## config.mk

```make
export PLATFORM = sky130hd
export DESIGN_NAME = usi_status_top
export DESIGN_NICKNAME = d
export VERILOG_FILES = /design/src/usi_pkg.sv /design/src/usi_status_top.sv /design/src/usi_sticky.sv
export SDC_FILE = /design/constraint.sdc
export NUM_CORES = 1
export LEC_CHECK = 0
export BUFFER_PORTS_ARGS = -buffer_cell sky130_fd_sc_hd__buf_2
export CAP_MARGIN = 20
export CORE_ASPECT_RATIO = 1.1
export CORE_UTILIZATION = 30
export CTS_CLUSTER_DIAMETER = 150
export DETAILED_ROUTE_END_ITERATION = 10
export PLACE_DENSITY = 0.61
export REMOVE_ABC_BUFFERS = 1
export SLEW_MARGIN = 20
export SYNTH_ARGS = -nofsm -noshare
export SYNTH_HDL_FRONTEND = slang
export SYNTH_SLANG_ARGS = --single-unit
```

## constraint.sdc

```tcl
create_clock -name clk -period 3.03 [get_ports clk]
set_input_delay 0 -clock clk [delete_from_list [all_inputs] [get_ports clk]]
set_output_delay 0 -clock clk [all_outputs]
set_load 0.02 [all_outputs]
```

## src/usi_pkg.sv

```systemverilog
// usi_pkg: register map, field layout, reset values and carriers
// of the serial channel status and interrupt block.
// assumes one 100 MHz clock shared by all users.
package usi_pkg;

    // ---------------------------------------------------------------
    // register offsets (byte addresses)
    // ---------------------------------------------------------------
    localparam logic [7:0] OFS_COMMAND   = 8'h00;
    localparam logic [7:0] OFS_MODE      = 8'h04;
    localparam logic [7:0] OFS_MASK_SET  = 8'h08;
    localparam logic [7:0] OFS_MASK_CLR  = 8'h0c;
    localparam logic [7:0] OFS_MASK_VIEW = 8'h10;
    localparam logic [7:0] OFS_STATUS    = 8'h14;
    localparam logic [7:0] OFS_RX_HOLD   = 8'h18;
    localparam logic [7:0] OFS_IDLE_TIME = 8'h24;

    // ---------------------------------------------------------------
    // status and mask bit positions
    // ---------------------------------------------------------------
    localparam int N_FLAGS       = 10;
    localparam int ST_RX_READY   = 0;
    localparam int ST_TX_READY   = 1;
    localparam int ST_BREAK      = 2;
    localparam int ST_RX_END     = 3;
    localparam int ST_TX_END     = 4;
    localparam int ST_OVERRUN    = 5;
    localparam int ST_FRAMING    = 6;
    localparam int ST_PARITY     = 7;
    localparam int ST_TIMEOUT    = 8;
    localparam int ST_TX_DRAINED = 9;

    // ---------------------------------------------------------------
    // command bits
    // ---------------------------------------------------------------
    localparam int CMD_RX_EN      = 4;
    localparam int CMD_RX_DIS     = 5;
    localparam int CMD_TX_EN      = 6;
    localparam int CMD_TX_DIS     = 7;
    localparam int CMD_RST_STATUS = 8;
    localparam int CMD_START_IDLE = 11;

    // ---------------------------------------------------------------
    // mode fields
    // ---------------------------------------------------------------
    localparam int MODE_CLK_SRC_LSB  = 4;
    localparam int MODE_CHAR_LEN_LSB = 6;
    localparam int MODE_PARITY_LSB   = 9;
    localparam int MODE_LOOP_LSB     = 14;
    localparam int MODE_NINE_BIT     = 17;
    localparam int MODE_CLK_OUT      = 18;
    localparam logic [31:0] MODE_WR_MASK = 32'h0006_fff0;

    // ---------------------------------------------------------------
    // reset values and fixed counts
    // ---------------------------------------------------------------
    localparam logic [31:0] MODE_RESET   = 32'h0000_0000;
    localparam logic [9:0]  MASK_RESET   = 10'h000;
    localparam logic [9:0]  STATUS_RESET = 10'h018;
    localparam logic [7:0]  IDLE_RESET   = 8'h00;
    localparam logic [3:0]  BITS_NINE    = 4'h9;
    localparam logic [3:0]  BITS_BASE    = 4'h5;
    localparam logic [1:0]  PAR_MULTIDROP = 2'h3;

    typedef enum logic [1:0] {
        LOOP_NORMAL = 2'b00,
        LOOP_ECHO   = 2'b01,
        LOOP_LOCAL  = 2'b10,
        LOOP_REMOTE = 2'b11
    } usi_loop_t;

    // events from the receiver, one-cycle pulses
    typedef struct packed {
        logic char_done;
        logic stop_low;
        logic parity_bad;
        logic parity_high;
        logic break_edge;
    } usi_rx_evt_t;

    // levels from the transmitter
    typedef struct packed {
        logic holding_full;
        logic shifter_busy;
        logic break_active;
        logic break_pending;
    } usi_tx_state_t;

    function automatic logic [9:0] usi_mask_next(input logic [9:0] cur,
                                                input logic [9:0] wv,
                                                input logic       set);
        usi_mask_next = set ? (cur | wv) : (cur & ~wv);
    endfunction : usi_mask_next

endpackage : usi_pkg

```

## src/usi_status_top.sv

```systemverilog
// usi_status_top: status, mask, interrupt and channel loop logic of
// one serial channel, with a plain register port.
// assumes receiver, transmitter, baud and buffer-transfer logic sit
// outside on the same clock; rxd_pin comes from outside that domain.
module usi_status_top
    import usi_pkg::*;
(
    // clock and reset
    input  wire logic          clk,
    input  wire logic          resetn,
    // register port
    input  wire logic [7:0]    reg_addr,
    input  wire logic [31:0]   reg_wdata,
    input  wire logic          reg_wr,
    input  wire logic          reg_rd,
    output logic      [31:0]   reg_rdata,
    // serial pins
    input  wire logic          rxd_pin,
    output logic               txd_pin,
    output logic               sck_out,
    output logic               sck_oe,
    // receiver and transmitter
    input  wire logic          tx_serial,
    output logic               rx_serial,
    input  wire logic          baud_clk_level,
    input  wire usi_rx_evt_t   rx_evt,
    input  wire logic [8:0]    rx_hold_data,
    input  wire usi_tx_state_t tx_st,
    output logic               rx_hold_read,
    output logic               rx_enabled,
    output logic               tx_enabled,
    output logic      [3:0]    char_bits,
    // buffer transfer and time-out
    input  wire logic          rx_xfer_end,
    input  wire logic          tx_xfer_end,
    input  wire logic          timeout_expired,
    output logic               idle_wait_start,
    output logic      [7:0]    idle_time_value,
    // interrupt
    output logic               irq
);

    // ---------------------------------------------------------------
    // reset release and pin synchroniser
    // ---------------------------------------------------------------
    logic rst_meta_reg, rst_n;
    logic rxd_meta_reg, rxd_s;

    always_ff @(posedge clk or negedge resetn) begin
        if (!resetn) begin
            rst_meta_reg <= 1'b0;
            rst_n        <= 1'b0;
        end else begin
            rst_meta_reg <= 1'b1;
            rst_n        <= rst_meta_reg;
        end
    end

    always_ff @(posedge clk or negedge rst_n) begin
        if (!rst_n) begin
            rxd_meta_reg <= 1'b1;
            rxd_s        <= 1'b1;
        end else begin
            rxd_meta_reg <= rxd_pin;
            rxd_s        <= rxd_meta_reg;
        end
    end

    // ---------------------------------------------------------------
    // register decode
    // ---------------------------------------------------------------
    logic wr_cmd, wr_mode, wr_set, wr_clr, wr_idle, rd_hold;
    logic cmd_rst_status, cmd_idle;

    // read-only offsets have no write decode
    assign wr_cmd  = reg_wr && (reg_addr == OFS_COMMAND);
    assign wr_mode = reg_wr && (reg_addr == OFS_MODE);
    assign wr_set  = reg_wr && (reg_addr == OFS_MASK_SET);
    assign wr_clr  = reg_wr && (reg_addr == OFS_MASK_CLR);
    assign wr_idle = reg_wr && (reg_addr == OFS_IDLE_TIME);
    assign rd_hold = reg_rd && (reg_addr == OFS_RX_HOLD);
    assign cmd_rst_status = wr_cmd && reg_wdata[CMD_RST_STATUS];
    // a time-out value write also starts the wait
    assign cmd_idle = (wr_cmd && reg_wdata[CMD_START_IDLE]) || wr_idle;

    // ---------------------------------------------------------------
    // mode, mask and time-out value registers
    // ---------------------------------------------------------------
    logic [31:0] mode_reg;
    logic [9:0]  mask_reg;
    logic [7:0]  idle_reg;
    usi_loop_t   loop_mode;

    always_ff @(posedge clk or negedge rst_n) begin
        if (!rst_n) begin
            mode_reg <= MODE_RESET;
        end else if (wr_mode) begin
            mode_reg <= reg_wdata & MODE_WR_MASK;
        end
    end

    always_ff @(posedge clk or negedge rst_n) begin
        if (!rst_n) begin
            mask_reg <= MASK_RESET;
        end else if (wr_set) begin
            mask_reg <= usi_mask_next(mask_reg, reg_wdata[9:0], 1'b1);
        end else if (wr_clr) begin
            mask_reg <= usi_mask_next(mask_reg, reg_wdata[9:0], 1'b0);
        end
    end

    always_ff @(posedge clk or negedge rst_n) begin
        if (!rst_n) begin
            idle_reg <= IDLE_RESET;
        end else if (wr_idle) begin
            idle_reg <= reg_wdata[7:0];
        end
    end

    assign loop_mode = usi_loop_t'(mode_reg[MODE_LOOP_LSB +: 2]);
    assign idle_time_value = idle_reg;

    // ---------------------------------------------------------------
    // enables and receive ready
    // ---------------------------------------------------------------
    logic rx_en_reg, tx_en_reg, rx_ready_reg;

    always_ff @(posedge clk or negedge rst_n) begin
        if (!rst_n) begin
            rx_en_reg <= 1'b0;
            tx_en_reg <= 1'b0;
        end else if (wr_cmd) begin
            if (reg_wdata[CMD_RX_DIS]) begin
                rx_en_reg <= 1'b0;
            end else if (reg_wdata[CMD_RX_EN]) begin
                rx_en_reg <= 1'b1;
            end
            if (reg_wdata[CMD_TX_DIS]) begin
                tx_en_reg <= 1'b0;
            end else if (reg_wdata[CMD_TX_EN]) begin
                tx_en_reg <= 1'b1;
            end
        end
    end

    // a character arriving in a holding-read cycle keeps the flag set
    always_ff @(posedge clk or negedge rst_n) begin
        if (!rst_n) begin
            rx_ready_reg <= 1'b0;
        end else if (rx_evt.char_done && rx_en_reg) begin
            rx_ready_reg <= 1'b1;
        end else if (rd_hold || !rx_en_reg) begin
            rx_ready_reg <= 1'b0;
        end
    end

    assign rx_hold_read = rd_hold;
    assign rx_enabled   = rx_en_reg;
    assign tx_enabled   = tx_en_reg;

    // ---------------------------------------------------------------
    // sticky error flags: break, overrun, framing, parity
    // ---------------------------------------------------------------
    logic [3:0] err_set, err_q;
    logic       multidrop;

    assign multidrop = (mode_reg[MODE_PARITY_LSB+1 +: 2] == PAR_MULTIDROP);
    assign err_set[0] = rx_evt.break_edge;
    assign err_set[1] = rx_evt.char_done && rx_ready_reg;
    assign err_set[2] = rx_evt.stop_low;
    assign err_set[3] = rx_evt.parity_bad
                        || (multidrop && rx_evt.parity_high);

    usi_sticky #(
        .W      (4)
    ) u_err (
        .clk    (clk),
        .rst_n  (rst_n),
        .set_v  (err_set),
        .clr    (cmd_rst_status),
        .flag_q (err_q)
    );

    // ---------------------------------------------------------------
    // time-out flag and wait start
    // ---------------------------------------------------------------
    logic timeout_reg, idle_start_reg;

    always_ff @(posedge clk or negedge rst_n) begin
        if (!rst_n) begin
            timeout_reg <= 1'b0;
        end else if (idle_reg == IDLE_RESET) begin
            timeout_reg <= 1'b0;
        end else if (timeout_expired) begin
            timeout_reg <= 1'b1;
        end else if (cmd_idle) begin
            timeout_reg <= 1'b0;
        end
    end

    // the counter outside arms on this pulse and waits for a character
    always_ff @(posedge clk or negedge rst_n) begin
        if (!rst_n) begin
            idle_start_reg <= 1'b0;
        end else begin
            idle_start_reg <= cmd_idle;
        end
    end

    assign idle_wait_start = idle_start_reg;

    // ---------------------------------------------------------------
    // status vector and interrupt
    // ---------------------------------------------------------------
    logic [9:0] status;
    logic       irq_reg;

    always_comb begin
        status                = '0;
        status[ST_RX_READY]   = rx_ready_reg;
        status[ST_TX_READY]   = tx_en_reg && !tx_st.holding_full
                                && !tx_st.break_pending;
        status[ST_BREAK]      = err_q[0];
        status[ST_RX_END]     = rx_xfer_end;
        status[ST_TX_END]     = tx_xfer_end;
        status[ST_OVERRUN]    = err_q[1];
        status[ST_FRAMING]    = err_q[2];
        status[ST_PARITY]     = err_q[3];
        status[ST_TIMEOUT]    = timeout_reg;
        status[ST_TX_DRAINED] = tx_en_reg && !tx_st.holding_full
                                && !tx_st.shifter_busy && !tx_st.break_active;
    end

    always_ff @(posedge clk or negedge rst_n) begin
        if (!rst_n) begin
            irq_reg <= 1'b0;
        end else begin
            irq_reg <= |(status & mask_reg);
        end
    end

    assign irq = irq_reg;

    // ---------------------------------------------------------------
    // read data, one cycle after the strobe
    // ---------------------------------------------------------------
    always_ff @(posedge clk or negedge rst_n) begin
        if (!rst_n) begin
            reg_rdata <= '0;
        end else if (reg_rd) begin
            unique case (reg_addr)
                OFS_MODE:      reg_rdata <= mode_reg;
                OFS_MASK_VIEW: reg_rdata <= {22'h0, mask_reg};
                OFS_STATUS:    reg_rdata <= {22'h0, status};
                OFS_RX_HOLD:   reg_rdata <= {23'h0, rx_hold_data};
                OFS_IDLE_TIME: reg_rdata <= {24'h0, idle_reg};
                default:       reg_rdata <= '0;
            endcase
        end
    end

    // ---------------------------------------------------------------
    // channel loop routing, character length, clock pin
    // ---------------------------------------------------------------
    always_ff @(posedge clk or negedge rst_n) begin
        if (!rst_n) begin
            txd_pin   <= 1'b1;
            rx_serial <= 1'b1;
        end else begin
            unique case (loop_mode)
                LOOP_NORMAL: begin
                    txd_pin   <= tx_serial;
                    rx_serial <= rxd_s;
                end
                LOOP_ECHO: begin
                    txd_pin   <= rxd_s;
                    rx_serial <= rxd_s;
                end
                LOOP_LOCAL: begin
                    txd_pin   <= 1'b1;
                    rx_serial <= tx_serial;
                end
                LOOP_REMOTE: begin
                    txd_pin   <= rxd_s;
                    rx_serial <= 1'b1;
                end
            endcase
        end
    end

    always_ff @(posedge clk or negedge rst_n) begin
        if (!rst_n) begin
            char_bits <= BITS_BASE;
        end else if (mode_reg[MODE_NINE_BIT]) begin
            char_bits <= BITS_NINE;
        end else begin
            char_bits <= BITS_BASE + {2'b00, mode_reg[MODE_CHAR_LEN_LSB +: 2]};
        end
    end

    always_ff @(posedge clk or negedge rst_n) begin
        if (!rst_n) begin
            sck_oe  <= 1'b0;
            sck_out <= 1'b0;
        end else begin
            sck_oe  <= mode_reg[MODE_CLK_OUT]
                       && !mode_reg[MODE_CLK_SRC_LSB+1];
            sck_out <= baud_clk_level;
        end
    end
endmodule : usi_status_top

```

## src/usi_sticky.sv

```systemverilog
// usi_sticky: a bank of sticky flags, set by hardware, cleared by command.
// assumes set and clear are synchronous to clk; set wins over clear.
module usi_sticky
    import usi_pkg::*;
#(
    parameter int W = 4
) (
    // clock and reset
    input  wire logic         clk,
    input  wire logic         rst_n,
    // control
    input  wire logic [W-1:0] set_v,
    input  wire logic         clr,
    // flags
    output logic      [W-1:0] flag_q
);

    always_ff @(posedge clk or negedge rst_n) begin
        if (!rst_n) begin
            flag_q <= '0;
        end else begin
            flag_q <= set_v | (clr ? '0 : flag_q);
        end
    end
endmodule : usi_sticky

```

==> results.md <==
- EDFF count, synth: 0
- GPL Wtd Cong: 0.845
- Post-CTS setup buffers: 0
- Placement row count: 39
- Drt pass-1 iters: 4
- Yosys synthesis warning count: 0
- Core area: approximately 11,000 um^2
- Leak pwr: between 0.002 and 0.0025 uW
- Fin Clk Skew: 6.62 ps
- CTS tree: done
- Pins Over Slew Limit: 0
- Via Count: approximately 2,700
- Mapped Cells: 283
- Final wirelength: slightly below 9 mm
- Biggest area consumer among synthesized cells: dfrtp_1
- Starting Density: around 31%
- Pre-CTS WS: 1140 ps
- Clk Latency, worst-skew pair: roughly 330 ps
- CTS Buffer Depth: 2
- Crit path time final: between 1500 and 2000 ps
- Die Ht: between 100 and 150 um
- Vias in the first global route: between 2,000 and 3,000
- Diodes inserted: 0
- Power per cell area: 524 nW/um^2
- Initial DRC count: 126
- CTS clk-pin slew, worst paths: 50 ps
- Setup WS post-layout: 1440 ps
- Post-route ant nets: 0
- Final hold slack: approximately 37 ps
- I/O Buffers: 92
- Crit Path Max Fanout: 15
- Cell Area, Synth: 3310 um^2
- Die area: approximately 11,000 um^2
- Post-synth top area share: between 40 and 50%
- Gr usage total: 16.3%
- Post-synth ARST share: 100%
- Max Fclk: 629 MHz
- RSZ-0062 raised after global routing: false
- Mapped Avg Cell Area: 11.7 um^2
- Slew headroom: ~37%
- Layout net count: ~480
- Main synth FF type: dfrtp_1
- Vias per std cell: ~4.8
- Worst slew pin tran: 930 ps
- Area Overhead vs Synth: 34.0%
- GRT overflow: 0
- Min-delay worst type: input pin to flip-flop
- Pin count of the biggest net entering global routing: 34
- Critical path required time: 3030 ps
- Final hold vios: 0
- Register bit total from synthesis: 72
- Startpoint types: input pin
- Final Util: 41.9%
- Final HPWL DP: 6.48 mm
- Residual DRC: 0
- Non-Filler Instances: 554
- Depth of the CTS H-tree: 3
- Setup TNS Final: 0 ps
- Crit. End Element: output port
- Status: completed
- Final setup fails: 0
- Initial antenna violation count: 0
- Max IR drop VDD: 0.189 mV
- Post-synthesis sequential area ratio: a little over half
- Global-route wire length before repair: between 10 and 15 mm
- Worst Path Arrival: approximately 1600 ps
- Number of I/O pins: 121
- Placed insts: 510
- Netlist cell types: 45
- Synth top area cells: dfrtp_1, mux2_2, dfstp_2
- Clock Root Buffer: clkbuf_16
- Tcrit/Tclk final: 52.5%
- Max cap viols: 0
- DR WL/cell: 15.9 um
- Fraction of layout cells with a size suffix above 1: between 30% and 40%
- Total CTS buffers: 9
- Die Wd: 102 um
- Clk sinks: 72
- CP Class: input pin to output port
-- cell usage after synthesis (4+ instances only) --
master	number
a22oi_1	10
a22o_1	5
nand2_1	23
buf_4	14
dfstp_2	6
dfrtp_1	66
a21oi_1	7
clkbuf_1	5
o22ai_1	6
inv_1	27
mux2_2	26
nor2_1	4
o221ai_1	4
o21ai_0	9
mux2i_1	15
o21a_1	4
nor2b_1	4
-- report_power, final --
part / leakage, uW / switching [uW] / internal [uW] / total [uW]
combinational: 0.00121 / 130 / 105 / 235
clock: 0.000145 / 391 / 658 / 1050
sequential: 0.000894 / 35.7 / 1010 / 1040
total: 0.00225 / 556 / 1770 / 2330
-- critical path, stage by stage --
cell and delay [ps]:
buf_2 190, nor4b_1 840, nand3_1 270, inv_1 110, buf_2 160
-- layout by cell type, fill, tap and decap left out, types with 2 or more instances in the layout --
master / synthesis / layout
dfrtp_1: 66 / 65
and3_1: 3 / 3
o22ai_1: 6 / 6
inv_1: 27 / 27
dlygate4sd3_1: 0 / 28
o21a_1: 4 / 4
a21oi_1: 7 / 7
buf_2: 3 / 92
conb_1: 2 / 15
o21ai_0: 9 / 9
mux2i_1: 15 / 15
dfstp_2: 6 / 6
and2_1: 2 / 2
mux2_2: 26 / 26
nor4b_1: 3 / 3
a222oi_1: 3 / 3
a21o_1: 2 / 2
clkbuf_16: 0 / 9
nand2_1: 23 / 23
a22oi_1: 10 / 10
nor2_1: 4 / 4
nand4_1: 2 / 2
clkinv_2: 0 / 2
and4_1: 3 / 3
nor4b_4: 2 / 2
o221ai_1: 4 / 4
buf_4: 14 / 4
nor4_1: 3 / 3
a22o_1: 5 / 5
nand3_2: 2 / 2
nor2b_1: 4 / 4
-- worst paths after layout --
path                       depth (start not counted)   startpoint              end  slack (ps)
setup / recovery                                   5  reg_addr[2]     rx_hold_read        1440
hold / removal                                     3    rx_evt[1]  u_err.flag_q[3]          40
setup reg to reg                                   4   tx_enabled     reg_rdata[1]        1610
hold reg to reg                                    0        rst_n          sck_out         160
max in group asynchronous                          1        rst_n    reg_rdata[13]        2130
min in group asynchronous                          0        rst_n          sck_out         160
-- final cells by class --
class                      count  area (um^2)
sequential                    72         1810
timing repair buffer         124          771
clock buffer                  11          243
inverter                      27          101
clock inverter                 5         56.3
tap                          143          179
fill                        1062         6150
multi-input combinational    172         1280
-- metrics by stage --
| stage | instance area (um^2) | power, uW |
|---|---|---|
| 6_report | 4440 | 2330 |
| 5_1_grt | 4440 | 2420 |
| 4_1_cts | 4440 | 2350 |
| 3_5_place_dp | 3860 | 1270 |
| 3_3_place_gp | 3860 | 1260 |
| 2_1_floorplan | 3190 | 1160 |
-- kinds of logic (layout without fill, tap and decap cells) --
group,Yosys count,count (layout),share of synthesized area [%]
flip-flops,72,72,54.6
AND/OR/NAND/NOR,58,58,10.8
AO/OA/AOI/OAI,57,57,12.3
buffers and inverters,52,167,8.27
multiplexers,41,41,13.4
other,2,15,0.227
adder cells (fa/ha/maj),1,1,0.378
-- routing by layer --
metal  part of all wire (%)  global-route usage [%]  wire [um]
met1                     44                    21.0       3910
met2                     47                    25.2       4130
met3                    5.8                    3.74        513
met4                    2.8                    8.76        247
met5                      0                       0          0
-- what timing repair did --
item	4_1_cts	5_1_grt
resized for setup	0	0
endpoints found under the hold margin	43	0
hold buffers	28	0
Note: power is estimated with default switching activity, not from simulation.
